<file path="config.mk">
export PLATFORM = sky130hd
export DESIGN_NAME = sbf_top
export DESIGN_NICKNAME = d
export VERILOG_FILES = /design/src/sbf_sync3.v /design/src/sbf_baud_div.v /design/src/sbf_top.v
export VERILOG_INCLUDE_DIRS = /design/src
export SDC_FILE = /design/constraint.sdc
export NUM_CORES = 1
export LEC_CHECK = 0
export ABC_AREA = 1
export BUFFER_PORTS_ARGS = -buffer_cell sky130_fd_sc_hd__buf_2
export CAP_MARGIN = 10
export CELL_PAD_IN_SITES_DETAIL_PLACEMENT = 1
export CELL_PAD_IN_SITES_GLOBAL_PLACEMENT = 1
export CORE_ASPECT_RATIO = 2
export CORE_MARGIN = 5
export CORE_UTILIZATION = 48
export DETAILED_ROUTE_END_ITERATION = 10
export PLACE_DENSITY_LB_ADDON = 0.1
export SLEW_MARGIN = 10
export SYNTH_ARGS = -nofsm -noshare
export SYNTH_HDL_FRONTEND = slang
export SYNTH_SLANG_ARGS = --single-unit
</file>
<file path="constraint.sdc">
create_clock -name ref_clk -period 4.1 [get_ports ref_clk]
set_input_delay 0.205 -clock ref_clk [delete_from_list [all_inputs] [get_ports ref_clk]]
set_output_delay 0.205 -clock ref_clk [all_outputs]
set_load 0.02 [all_outputs]
</file>
<file path="src/sbf_regs.vh">
// Register offsets, field positions, reset values and timing counts of the serial block.
`ifndef SBF_REGS_VH
`define SBF_REGS_VH
`define SBF_ADDR_W 2
`define SBF_OFS_BAUD 2'h0
`define SBF_OFS_CTRL 2'h1
`define SBF_OFS_STAT 2'h2
`define SBF_OFS_DATA 2'h3
`define SBF_BAUD_RATE_LSB 0
`define SBF_BAUD_PRE_LSB 4
`define SBF_CTRL_XMIT_ON 0
`define SBF_CTRL_RECV_ON 1
`define SBF_CTRL_TXE_IE 2
`define SBF_CTRL_TXC_IE 3
`define SBF_CTRL_RXF_IE 4
`define SBF_CTRL_IDLE_IE 5
`define SBF_CTRL_RESET 8'h00
`define SBF_ST_TXE 7
`define SBF_ST_TXC 6
`define SBF_ST_RXF 5
`define SBF_ST_IDLE 4
`define SBF_ST_OVR 3
`define SBF_ST_NOISE 2
`define SBF_ST_FRAME 1
`define SBF_SAMPLES_PER_BIT 16
`define SBF_BITS_PER_CHAR 10
`define SBF_IDLE_TICKS 160
`define SBF_PRE_DIV1 8'h01
`define SBF_PRE_DIV3 8'h03
`define SBF_PRE_DIV4 8'h04
`define SBF_PRE_DIV13 8'h0D
`define SBF_PRE_DIV39 8'h27
`endif

</file>
<file path="src/sbf_sync3.v">
// Three-stage synchroniser for a pin that arrives from outside the clock domain.
`timescale 1ns/100ps
module sbf_sync3 #(
	parameter RESET_VAL = 1'b1
) (
	// Clock and reset.
	input wire clk,
	input wire rst_n,
	// Pin and synchronised level.
	input wire pin_in,
	output reg level_q
);
	reg s1_q;
	reg s2_q;
	reg s3_q;

	// The level changes only once the second and third stages agree.
	always @(posedge clk or negedge rst_n) begin
		if (!rst_n) begin
			s1_q <= RESET_VAL;
			s2_q <= RESET_VAL;
			s3_q <= RESET_VAL;
			level_q <= RESET_VAL;
		end else begin
			s1_q <= pin_in;
			s2_q <= s1_q;
			s3_q <= s2_q;
			if (s2_q == s3_q) begin
				level_q <= s3_q;
			end
		end
	end
endmodule

</file>
<file path="src/sbf_baud_div.v">
// Prescaler and power-of-two rate divider producing the sample and bit enables.
`timescale 1ns/100ps
`include "sbf_regs.vh"
module sbf_baud_div (
	// Clock and reset.
	input wire clk,
	input wire rst_n,
	// Rate selection.
	input wire [2:0] prescaler_select,
	input wire [2:0] rate_divider_select,
	// One-cycle enables.
	output reg sample_tick_q,
	output reg bit_tick_q
);
	reg [7:0] pre_cnt_q;
	reg [6:0] rate_cnt_q;
	reg [3:0] smp_cnt_q;
	wire [7:0] pre_div;
	wire pre_tick;
	wire rate_tick;

	// Undecoded prescaler codes fall back to the divide-by-one setting.
	function [7:0] pre_decode;
		input [2:0] sel;
		begin
			case (sel)
				3'd1: pre_decode = `SBF_PRE_DIV3;
				3'd2: pre_decode = `SBF_PRE_DIV4;
				3'd3: pre_decode = `SBF_PRE_DIV13;
				3'd4: pre_decode = `SBF_PRE_DIV39;
				default: pre_decode = `SBF_PRE_DIV1;
			endcase
		end
	endfunction

	assign pre_div = pre_decode(prescaler_select);
	assign pre_tick = (pre_cnt_q >= pre_div - 8'h01);
	// Mask of the low counter bits gives divide by 1 to 128.
	assign rate_tick = pre_tick &
		((rate_cnt_q & ((7'h01 << rate_divider_select) - 7'h01)) ==
		((7'h01 << rate_divider_select) - 7'h01));

	// Both stages run in series; the sample enable is the sixteen-times clock.
	always @(posedge clk or negedge rst_n) begin
		if (!rst_n) begin
			pre_cnt_q <= 8'h00;
			rate_cnt_q <= 7'h00;
			smp_cnt_q <= 4'h0;
			sample_tick_q <= 1'b0;
			bit_tick_q <= 1'b0;
		end else begin
			pre_cnt_q <= pre_tick ? 8'h00 : pre_cnt_q + 8'h01;
			if (pre_tick) begin
				rate_cnt_q <= rate_cnt_q + 7'h01;
			end
			sample_tick_q <= rate_tick;
			if (rate_tick) begin
				smp_cnt_q <= smp_cnt_q + 4'h1;
			end
			bit_tick_q <= rate_tick && (smp_cnt_q == 4'hF);
		end
	end
endmodule

</file>
<file path="src/sbf_top.v">
// Serial transmitter and receiver with baud chain, status flags and register port.
`timescale 1ns/100ps
`include "sbf_regs.vh"
// Operation
// Rate select divides the prescaler output by a power of two, 1 to 128.
// Prescaler and rate divider in series give the sixteen-times sample clock.
// Bit clock is the sample clock divided by sixteen.
// Rate select survives reset and may be written any time.
// Flags are set by hardware and held until software clears them.
// Turning the transmitter on sets holding-empty and complete flags.
// Holding-empty flag with its enable requests an interrupt.
// Complete flag with its enable requests an interrupt.
// Disabling the transmitter lets the current character finish.
// Only reset stops the transmitter at once.
// Disabling while idle returns the pin to general use at a bit tick.
// Disabling during a transfer discards the waiting character.
// The final character sets holding-empty and complete flags though disabled.
// Receive-full is set when a character reaches the holding register.
// On overrun the new character is dropped and overrun is set instead.
// Noise and framing flags describe the held character and never interrupt.
// Line high for one character time counts as idle.
// Idle flag is set once per change from active to idle.
// Five receiver flags; full, overrun and idle may interrupt.
// Prescaler divides the clock by 1, 3, 4, 13 or 39.
// Software keeps low prescaler bits zero when the top bit is set.
// Status read while set, then data access, clears a flag.
module sbf_top (
	// Clock and reset.
	input wire ref_clk,
	input wire rst_b,
	// Register port.
	input wire [`SBF_ADDR_W-1:0] reg_addr,
	input wire [7:0] reg_wdata,
	input wire reg_wr,
	input wire reg_rd,
	output reg [7:0] reg_rdata_q,
	// Serial pins.
	input wire rxd_pin,
	output reg txd_out_q,
	output reg txd_oe_q,
	// Interrupt request.
	output reg irq_q
);
	localparam RX_IDLE = 1'b0;
	localparam RX_BUSY = 1'b1;

	reg rst_s1_q;
	reg rst_n_q;
	reg [2:0] rate_divider_select;
	reg [2:0] prescaler_select;
	reg [7:0] ctrl_q;
	reg tx_holding_empty;
	reg tx_complete_flag;
	reg rx_full_flag;
	reg idle_flag_q;
	reg overrun_flag_q;
	reg noise_flag;
	reg framing_error_flag;
	reg [7:0] arm_q;
	reg [7:0] tx_holding_reg;
	reg tx_hold_full_q;
	reg [8:0] tx_sh_q;
	reg [3:0] tx_cnt_q;
	reg tx_busy_q;
	reg [7:0] rx_holding_reg;
	reg rx_state_q;
	reg [3:0] rx_phase_q;
	reg [3:0] rx_bit_q;
	reg [7:0] rx_sh_q;
	reg [1:0] rx_smp_q;
	reg rx_noise_q;
	reg [7:0] idle_cnt_q;
	reg line_active_q;
	wire receiver_sample_clock;
	wire bit_tick;
	wire rx_line;
	wire xmit_on;
	wire recv_on;
	wire wr_ctrl;
	wire rd_stat;
	wire wr_data;
	wire rd_data;
	wire xmit_rise;
	wire xmit_fall;
	wire tx_load;
	wire tx_done;
	wire rx_mid;
	wire rx_maj;
	wire rx_char;
	wire idle_hit;
	wire [7:0] stat_word;

	// Reset is released through two flip-flops.
	always @(posedge ref_clk or negedge rst_b) begin
		if (!rst_b) begin
			rst_s1_q <= 1'b0;
			rst_n_q <= 1'b0;
		end else begin
			rst_s1_q <= 1'b1;
			rst_n_q <= rst_s1_q;
		end
	end

	sbf_baud_div u_baud (
		.clk(ref_clk),
		.rst_n(rst_n_q),
		.prescaler_select(prescaler_select),
		.rate_divider_select(rate_divider_select),
		.sample_tick_q(receiver_sample_clock),
		.bit_tick_q(bit_tick)
	);

	sbf_sync3 #(
		.RESET_VAL(1'b1)
	) u_rx_sync (
		.clk(ref_clk),
		.rst_n(rst_n_q),
		.pin_in(rxd_pin),
		.level_q(rx_line)
	);

	// Register access decode.
	assign xmit_on = ctrl_q[`SBF_CTRL_XMIT_ON];
	assign recv_on = ctrl_q[`SBF_CTRL_RECV_ON];
	assign wr_ctrl = reg_wr && (reg_addr == `SBF_OFS_CTRL);
	assign rd_stat = reg_rd && (reg_addr == `SBF_OFS_STAT);
	assign wr_data = reg_wr && (reg_addr == `SBF_OFS_DATA);
	assign rd_data = reg_rd && (reg_addr == `SBF_OFS_DATA);
	assign xmit_rise = wr_ctrl && reg_wdata[`SBF_CTRL_XMIT_ON] && !xmit_on;
	assign xmit_fall = wr_ctrl && !reg_wdata[`SBF_CTRL_XMIT_ON] && xmit_on;
	assign stat_word = {tx_holding_empty, tx_complete_flag, rx_full_flag, idle_flag_q,
		overrun_flag_q, noise_flag, framing_error_flag, 1'b0};

	// Rate fields have no reset so a chosen rate survives it.
	always @(posedge ref_clk) begin
		if (reg_wr && (reg_addr == `SBF_OFS_BAUD)) begin
			rate_divider_select <= reg_wdata[`SBF_BAUD_RATE_LSB+2:`SBF_BAUD_RATE_LSB];
			prescaler_select <= reg_wdata[`SBF_BAUD_PRE_LSB+2:`SBF_BAUD_PRE_LSB];
		end
	end

	// Control register and registered read data, one cycle after the strobe.
	always @(posedge ref_clk or negedge rst_n_q) begin
		if (!rst_n_q) begin
			ctrl_q <= `SBF_CTRL_RESET;
			reg_rdata_q <= 8'h00;
		end else begin
			if (wr_ctrl) begin
				ctrl_q <= {2'b00, reg_wdata[5:0]};
			end
			reg_rdata_q <= 8'h00;
			if (reg_rd) begin
				case (reg_addr)
					`SBF_OFS_BAUD: reg_rdata_q <= {1'b0, prescaler_select, 1'b0,
						rate_divider_select};
					`SBF_OFS_CTRL: reg_rdata_q <= ctrl_q;
					`SBF_OFS_STAT: reg_rdata_q <= stat_word;
					default: reg_rdata_q <= rx_holding_reg;
				endcase
			end
		end
	end

	// Transmit timing: a character loads at a bit tick and leaves LSB first.
	assign tx_load = bit_tick && !tx_busy_q && tx_hold_full_q && xmit_on;
	assign tx_done = bit_tick && tx_busy_q && (tx_cnt_q == 4'h0);

	// Transmit holding register and shifter.
	always @(posedge ref_clk or negedge rst_n_q) begin
		if (!rst_n_q) begin
			tx_holding_reg <= 8'h00;
			tx_hold_full_q <= 1'b0;
			tx_sh_q <= 9'h1FF;
			tx_cnt_q <= 4'h0;
			tx_busy_q <= 1'b0;
			txd_out_q <= 1'b1;
			txd_oe_q <= 1'b0;
		end else begin
			if (wr_data) begin
				tx_holding_reg <= reg_wdata;
				tx_hold_full_q <= 1'b1;
			end else if (xmit_fall || tx_load) begin
				tx_hold_full_q <= 1'b0;
			end
			if (tx_load) begin
				tx_sh_q <= {1'b1, tx_holding_reg};
				tx_cnt_q <= 4'h9;
				tx_busy_q <= 1'b1;
				txd_out_q <= 1'b0;
			end else if (tx_done) begin
				tx_busy_q <= 1'b0;
			end else if (bit_tick && tx_busy_q) begin
				txd_out_q <= tx_sh_q[0];
				tx_sh_q <= {1'b1, tx_sh_q[8:1]};
				tx_cnt_q <= tx_cnt_q - 4'h1;
			end
			if (xmit_rise) begin
				txd_oe_q <= 1'b1;
			end else if (bit_tick && !xmit_on && (!tx_busy_q || tx_done)) begin
				txd_oe_q <= 1'b0;
				txd_out_q <= 1'b1;
			end
		end
	end

	// Receiver sampling: majority of samples 7, 8 and 9 of each bit.
	assign rx_mid = receiver_sample_clock && (rx_state_q == RX_BUSY) && (rx_phase_q == 4'h9);
	assign rx_maj = (rx_smp_q[0] & rx_smp_q[1]) | (rx_smp_q[0] & rx_line) |
		(rx_smp_q[1] & rx_line);
	assign rx_char = rx_mid && (rx_bit_q == 4'h9);

	// Receive state machine.
	always @(posedge ref_clk or negedge rst_n_q) begin
		if (!rst_n_q) begin
			rx_state_q <= RX_IDLE;
			rx_phase_q <= 4'h0;
			rx_bit_q <= 4'h0;
			rx_sh_q <= 8'h00;
			rx_smp_q <= 2'b11;
			rx_noise_q <= 1'b0;
		end else if (receiver_sample_clock) begin
			case (rx_state_q)
				RX_IDLE: begin
					rx_phase_q <= 4'h1;
					rx_bit_q <= 4'h0;
					rx_noise_q <= 1'b0;
					if (recv_on && !rx_line) begin
						rx_state_q <= RX_BUSY;
					end
				end
				RX_BUSY: begin
					rx_phase_q <= rx_phase_q + 4'h1;
					if (rx_phase_q == 4'h7) begin
						rx_smp_q[0] <= rx_line;
					end
					if (rx_phase_q == 4'h8) begin
						rx_smp_q[1] <= rx_line;
					end
					if (rx_phase_q == 4'hF) begin
						rx_bit_q <= rx_bit_q + 4'h1;
					end
					if (rx_phase_q == 4'h9) begin
						if (!(rx_smp_q[0] == rx_smp_q[1] && rx_smp_q[1] == rx_line)) begin
							rx_noise_q <= 1'b1;
						end
						if ((rx_bit_q == 4'h0 && rx_maj) || rx_bit_q == 4'h9) begin
							rx_state_q <= RX_IDLE;
						end else if (rx_bit_q != 4'h0) begin
							rx_sh_q <= {rx_maj, rx_sh_q[7:1]};
						end
					end
				end
				default: rx_state_q <= RX_IDLE;
			endcase
		end
	end

	// Idle detection counts sample ticks of a steady high line.
	assign idle_hit = receiver_sample_clock && line_active_q &&
		(idle_cnt_q == `SBF_IDLE_TICKS - 1);

	always @(posedge ref_clk or negedge rst_n_q) begin
		if (!rst_n_q) begin
			idle_cnt_q <= 8'h00;
			line_active_q <= 1'b0;
		end else if (receiver_sample_clock) begin
			if (!rx_line || !recv_on) begin
				idle_cnt_q <= 8'h00;
				line_active_q <= recv_on;
			end else if (idle_hit) begin
				idle_cnt_q <= 8'h00;
				line_active_q <= 1'b0;
			end else if (line_active_q) begin
				idle_cnt_q <= idle_cnt_q + 8'h01;
			end
		end
	end

	// Status flags: set wins over the software clear sequence.
	always @(posedge ref_clk or negedge rst_n_q) begin
		if (!rst_n_q) begin
			tx_holding_empty <= 1'b0;
			tx_complete_flag <= 1'b0;
			rx_full_flag <= 1'b0;
			idle_flag_q <= 1'b0;
			overrun_flag_q <= 1'b0;
			noise_flag <= 1'b0;
			framing_error_flag <= 1'b0;
			rx_holding_reg <= 8'h00;
			arm_q <= 8'h00;
		end else begin
			if (rd_stat) begin
				arm_q <= stat_word;
			end else if (wr_data) begin
				arm_q[7:6] <= 2'b00;
			end else if (rd_data) begin
				arm_q[5:0] <= 6'h00;
			end
			if (xmit_rise || tx_load || (tx_done && !xmit_on)) begin
				tx_holding_empty <= 1'b1;
			end else if (wr_data && arm_q[`SBF_ST_TXE]) begin
				tx_holding_empty <= 1'b0;
			end
			if (xmit_rise || (tx_done && (!tx_hold_full_q || !xmit_on))) begin
				tx_complete_flag <= 1'b1;
			end else if (wr_data && arm_q[`SBF_ST_TXC]) begin
				tx_complete_flag <= 1'b0;
			end
			if (rx_char && !rx_full_flag) begin
				rx_holding_reg <= rx_sh_q;
				rx_full_flag <= 1'b1;
				noise_flag <= rx_noise_q;
				framing_error_flag <= !rx_maj;
			end else if (rd_data && arm_q[`SBF_ST_RXF]) begin
				rx_full_flag <= 1'b0;
				noise_flag <= noise_flag & !arm_q[`SBF_ST_NOISE];
				framing_error_flag <= framing_error_flag & !arm_q[`SBF_ST_FRAME];
			end
			if (rx_char && rx_full_flag) begin
				overrun_flag_q <= 1'b1;
			end else if (rd_data && arm_q[`SBF_ST_OVR]) begin
				overrun_flag_q <= 1'b0;
			end
			if (idle_hit) begin
				idle_flag_q <= 1'b1;
			end else if (rd_data && arm_q[`SBF_ST_IDLE]) begin
				idle_flag_q <= 1'b0;
			end
		end
	end

	// Interrupt request from enabled flags; noise and framing never take part.
	always @(posedge ref_clk or negedge rst_n_q) begin
		if (!rst_n_q) begin
			irq_q <= 1'b0;
		end else begin
			irq_q <= (tx_holding_empty & ctrl_q[`SBF_CTRL_TXE_IE]) |
				(tx_complete_flag & ctrl_q[`SBF_CTRL_TXC_IE]) |
				((rx_full_flag | overrun_flag_q) & ctrl_q[`SBF_CTRL_RXF_IE]) |
				(idle_flag_q & ctrl_q[`SBF_CTRL_IDLE_IE]);
		end
	end
endmodule

</file>
==> results by group <==
Cells and area
  • Post-route cell area: 0.00662 mm²
  • Final Non-Filler Cells: 824
  • Ant. Diodes: 0
  • Area grow syn2layout: 14.7%
  • Layout cells sized above 1: 19.4%
  • Fin nets: 700

Route
  • DR WL/cell: 17.8 µm
  • Final wirelength: 14,700 µm
  • DRT iter0 DRCs: 152
  • DRC viols: 0
  • Drt pass-1 iters: 4
  • Vias/cell: 5.38
  • Vias: 4,435
  • DRT antenna net count: 0

Die
  • Row count: 56
  • Starting Density: 49.0%
  • Die width: 87.5 µm
  • Chip Height: 165 µm
  • Floorplan Core Area: 0.0118 mm²
  • Die area: 0.0144 mm²
  • I/O Pins: 26

CTS
  • CTS buffer count: 17
  • CTS tree: built
  • Clk_lat worst skew: 410 ps
  • CTS Sinks: 123
  • Clk slew on worst S/H paths: 60 ps
  • Clock Root Buffer: clkbuf_16
  • CTS Buffer Depth: 2
  • H-tree levels: 4
  • PostCTS Resize Cnt: 0

Critical path
  • Arr. time, crit path: 2820 ps
  • Crit path max fanout: 23
  • Critical Path Max Stage Delay: 480 ps
  • CP Launch Type: flop
  • Req. time, crit path: 4440 ps
  • CP Cell Sequence: nor3_1 -> inv_1 -> ha_1 -> a21oi_1 -> nor3b_2 -> nand2_2 -> nand2_2 -> nand2_1 -> nand2_1
  • CP Class: flop to flop
  • Setup crit end kind: flop
  • Slowest cell on the critical path: edfxtp_1

STA
  • Max frequency: 0.405 GHz
  • Final slew viol count: 0
  • RSZ-0062 raised after global routing: no
  • Skew final: 9.59 ps
  • Endpoints failing setup: 0
  • Slew @ Worst Pin: 777 ps
  • Worst hold slack: 11.2 ps
  • Setup TNS Final: 0 ps
  • Slew HR: 47.9%
  • Period utilization: 60.3%
  • Fin crit period: 2470 ps
  • Fin. Hold Viols: 0

Pwr
  • Clock network power share: 41.0%
  • Net Sw Power: 1.06 mW
  • Combinational share of power: 14.6%
  • Switch share: 30.1%
  • Flop pwr share: 44.4%
  • Power density over the cells: 529 mW/mm²
  • Leak: 3.23 nW
  • Internal power: 2.45 mW
  • Worst VDD drop: 0.297 mV

Global route
  • First-pass GRT wire length: 24,700 µm
  • Initial antenna violation count: 0
  • Gr ovfl total: 0
  • Pin count of the biggest net entering global routing: 54
  • GRT Resource Usage Total: 22.4%
  • Vias in the first global route: 5,003

Synthesis
  • Synth warn: 0
  • Avg Cell Area, Syn: 9.22 µm²
  • Seq/Total Area, Yosys: 54.2%
  • Largest cells by area after synthesis: dfrtp_1 (44%), nand2_1 (8.4%), dfstp_2 (6.8%), inv_1 (5.3%), nand3_1 (4.2%)
  • Count leader, synth: nand2_1
  • Main synth FF type: dfrtp_1
  • Async set-reset flop share out of synthesis: 95.1%
  • EDFF count, synth: 6
  • Synth top area share: 44.2%
  • Largest area contributor in the netlist: dfrtp_1
  • Synth Cell Area: 0.00577 mm²
  • Synth Register Bits: 123
  • Library cells used by synthesis: 46
  • Top cells by count, synth: nand2_1 (129), dfrtp_1 (102), inv_1 (81), nand3_1 (48), nor2_1 (40)
  • Post-Syn Instances: 626

Placed design
  • GPL Wtd Cong: 0.781
  • Post-Place Cells: 789
  • DP HPWL: 10,800 µm
  • Cell area after placement: 0.00602 mm²
  • I/O Buffers: 25

Worst hold path
  • HP Class: input port to flop

Run
  • Max_cap viols: 0

Outcome
  • Status: complete, no violations
timing repair:
item / CTS / global route
hold buffers: 3 / 0
hold endpoints to repair: 4 / 0
setup buffers: 0 / 0
worst paths after layout:
| path | startpoint | endpoint | slack, ps | cells after the start |
|---|---|---|---|---|
| max | prescaler_select[0]$_DFFE_PP_ | u_baud.smp_cnt_q[1]$_DFFE_PN0P_ | 1630 | 9 |
| min | reg_wdata[2] | rate_divider_select[2]$_DFFE_PP_ | 10 | 1 |
| max reg2reg | prescaler_select[0]$_DFFE_PP_ | u_baud.smp_cnt_q[1]$_DFFE_PN0P_ | 1630 | 9 |
| min reg2reg | rst_n_q$_DFF_PN0_ | tx_holding_reg[6]$_DFFE_PN0P_ | 360 | 0 |
| max in group asynchronous | rst_n_q$_DFF_PN0_ | u_baud.rate_cnt_q[3]$_DFFE_PN0N_ | 2740 | 1 |
| min in group asynchronous | rst_b | rst_n_q$_DFF_PN0_ | 100 | 2 |
per-layer routing:
layer / up-vias / track usage, % / share of wire (%)
met2: 56 / 43.0 / 58
met3: 38 / 3.84 / 2.1
li1: 2109 / - / -
met1: 2232 / 22.6 / 36
met4: 0 / 10.5 / 3.9
met5: - / 0 / 0
power by group through the flow:
stage                     registers, mW  clock network (mW)  logic [mW]
after detailed placement           1.57                   0       0.508
after global routing               1.58                1.52       0.588
after CTS                          1.56                1.46       0.521
after floorplan                    1.55                   0       0.359
final                              1.56                1.44       0.511
after global placement             1.56                   0       0.467
layout make-up:
| type | instances | area (µm²) |
|---|---|---|
| fillers | 1378 | 5150 |
| flip-flops and latches | 123 | 3130 |
| multi-input cells | 400 | 2210 |
| clock buffers | 19 | 453 |
| inverters | 94 | 358 |
| well taps | 145 | 181 |
| repair buffers | 30 | 170 |
| clock inverters | 13 | 116 |
cells by family after synthesis:
family | synth area share [%]
muxes | 0.564
and+or+nand+nor | 20.9
other | 0.130
buffers and inverters | 7.59
DFF | 54.2
xor gates and xnor gates | 1.37
adders and majority gates | 4.29
AOI/OAI and AO/OA | 11.0
stage by stage:
stage / worst slack, ps / power [mW] / utilization (%)
final: 1630 / 3.50 / 56.2
after global routing: 1430 / 3.69 / 56.2
after CTS: 1650 / 3.54 / 56.2
after detailed placement: 1680 / 2.08 / 51.1
after global placement: 1880 / 2.03 / 51.1
after floorplan: 625 / 1.90 / -
critical path: cells and delay by family (launching register included):
family,cells,cell delay (ps)
AO/OA/AOI/OAI,1,140
adder cells (fa/ha/maj),1,300
buffers and inverters,1,100
flip-flops,1,480
AND/OR/NAND/NOR,6,1390
placed cells by master, fill, tap and decap left out, drive strengths merged, types with 4 or more instances in the layout:
master,instances
nor2,49
ha,19
dfstp,15
buf,27
nor3,13
o22ai,6
o2111ai,4
nand4,4
edfxtp,6
o21ai,62
nand2,141
nand3,50
xor2,8
a21oi,20
inv,97
clkbuf,19
clkinv,5
dfrtp,102
clkinvlp,4
Note: power is estimated with default switching activity, not from simulation.
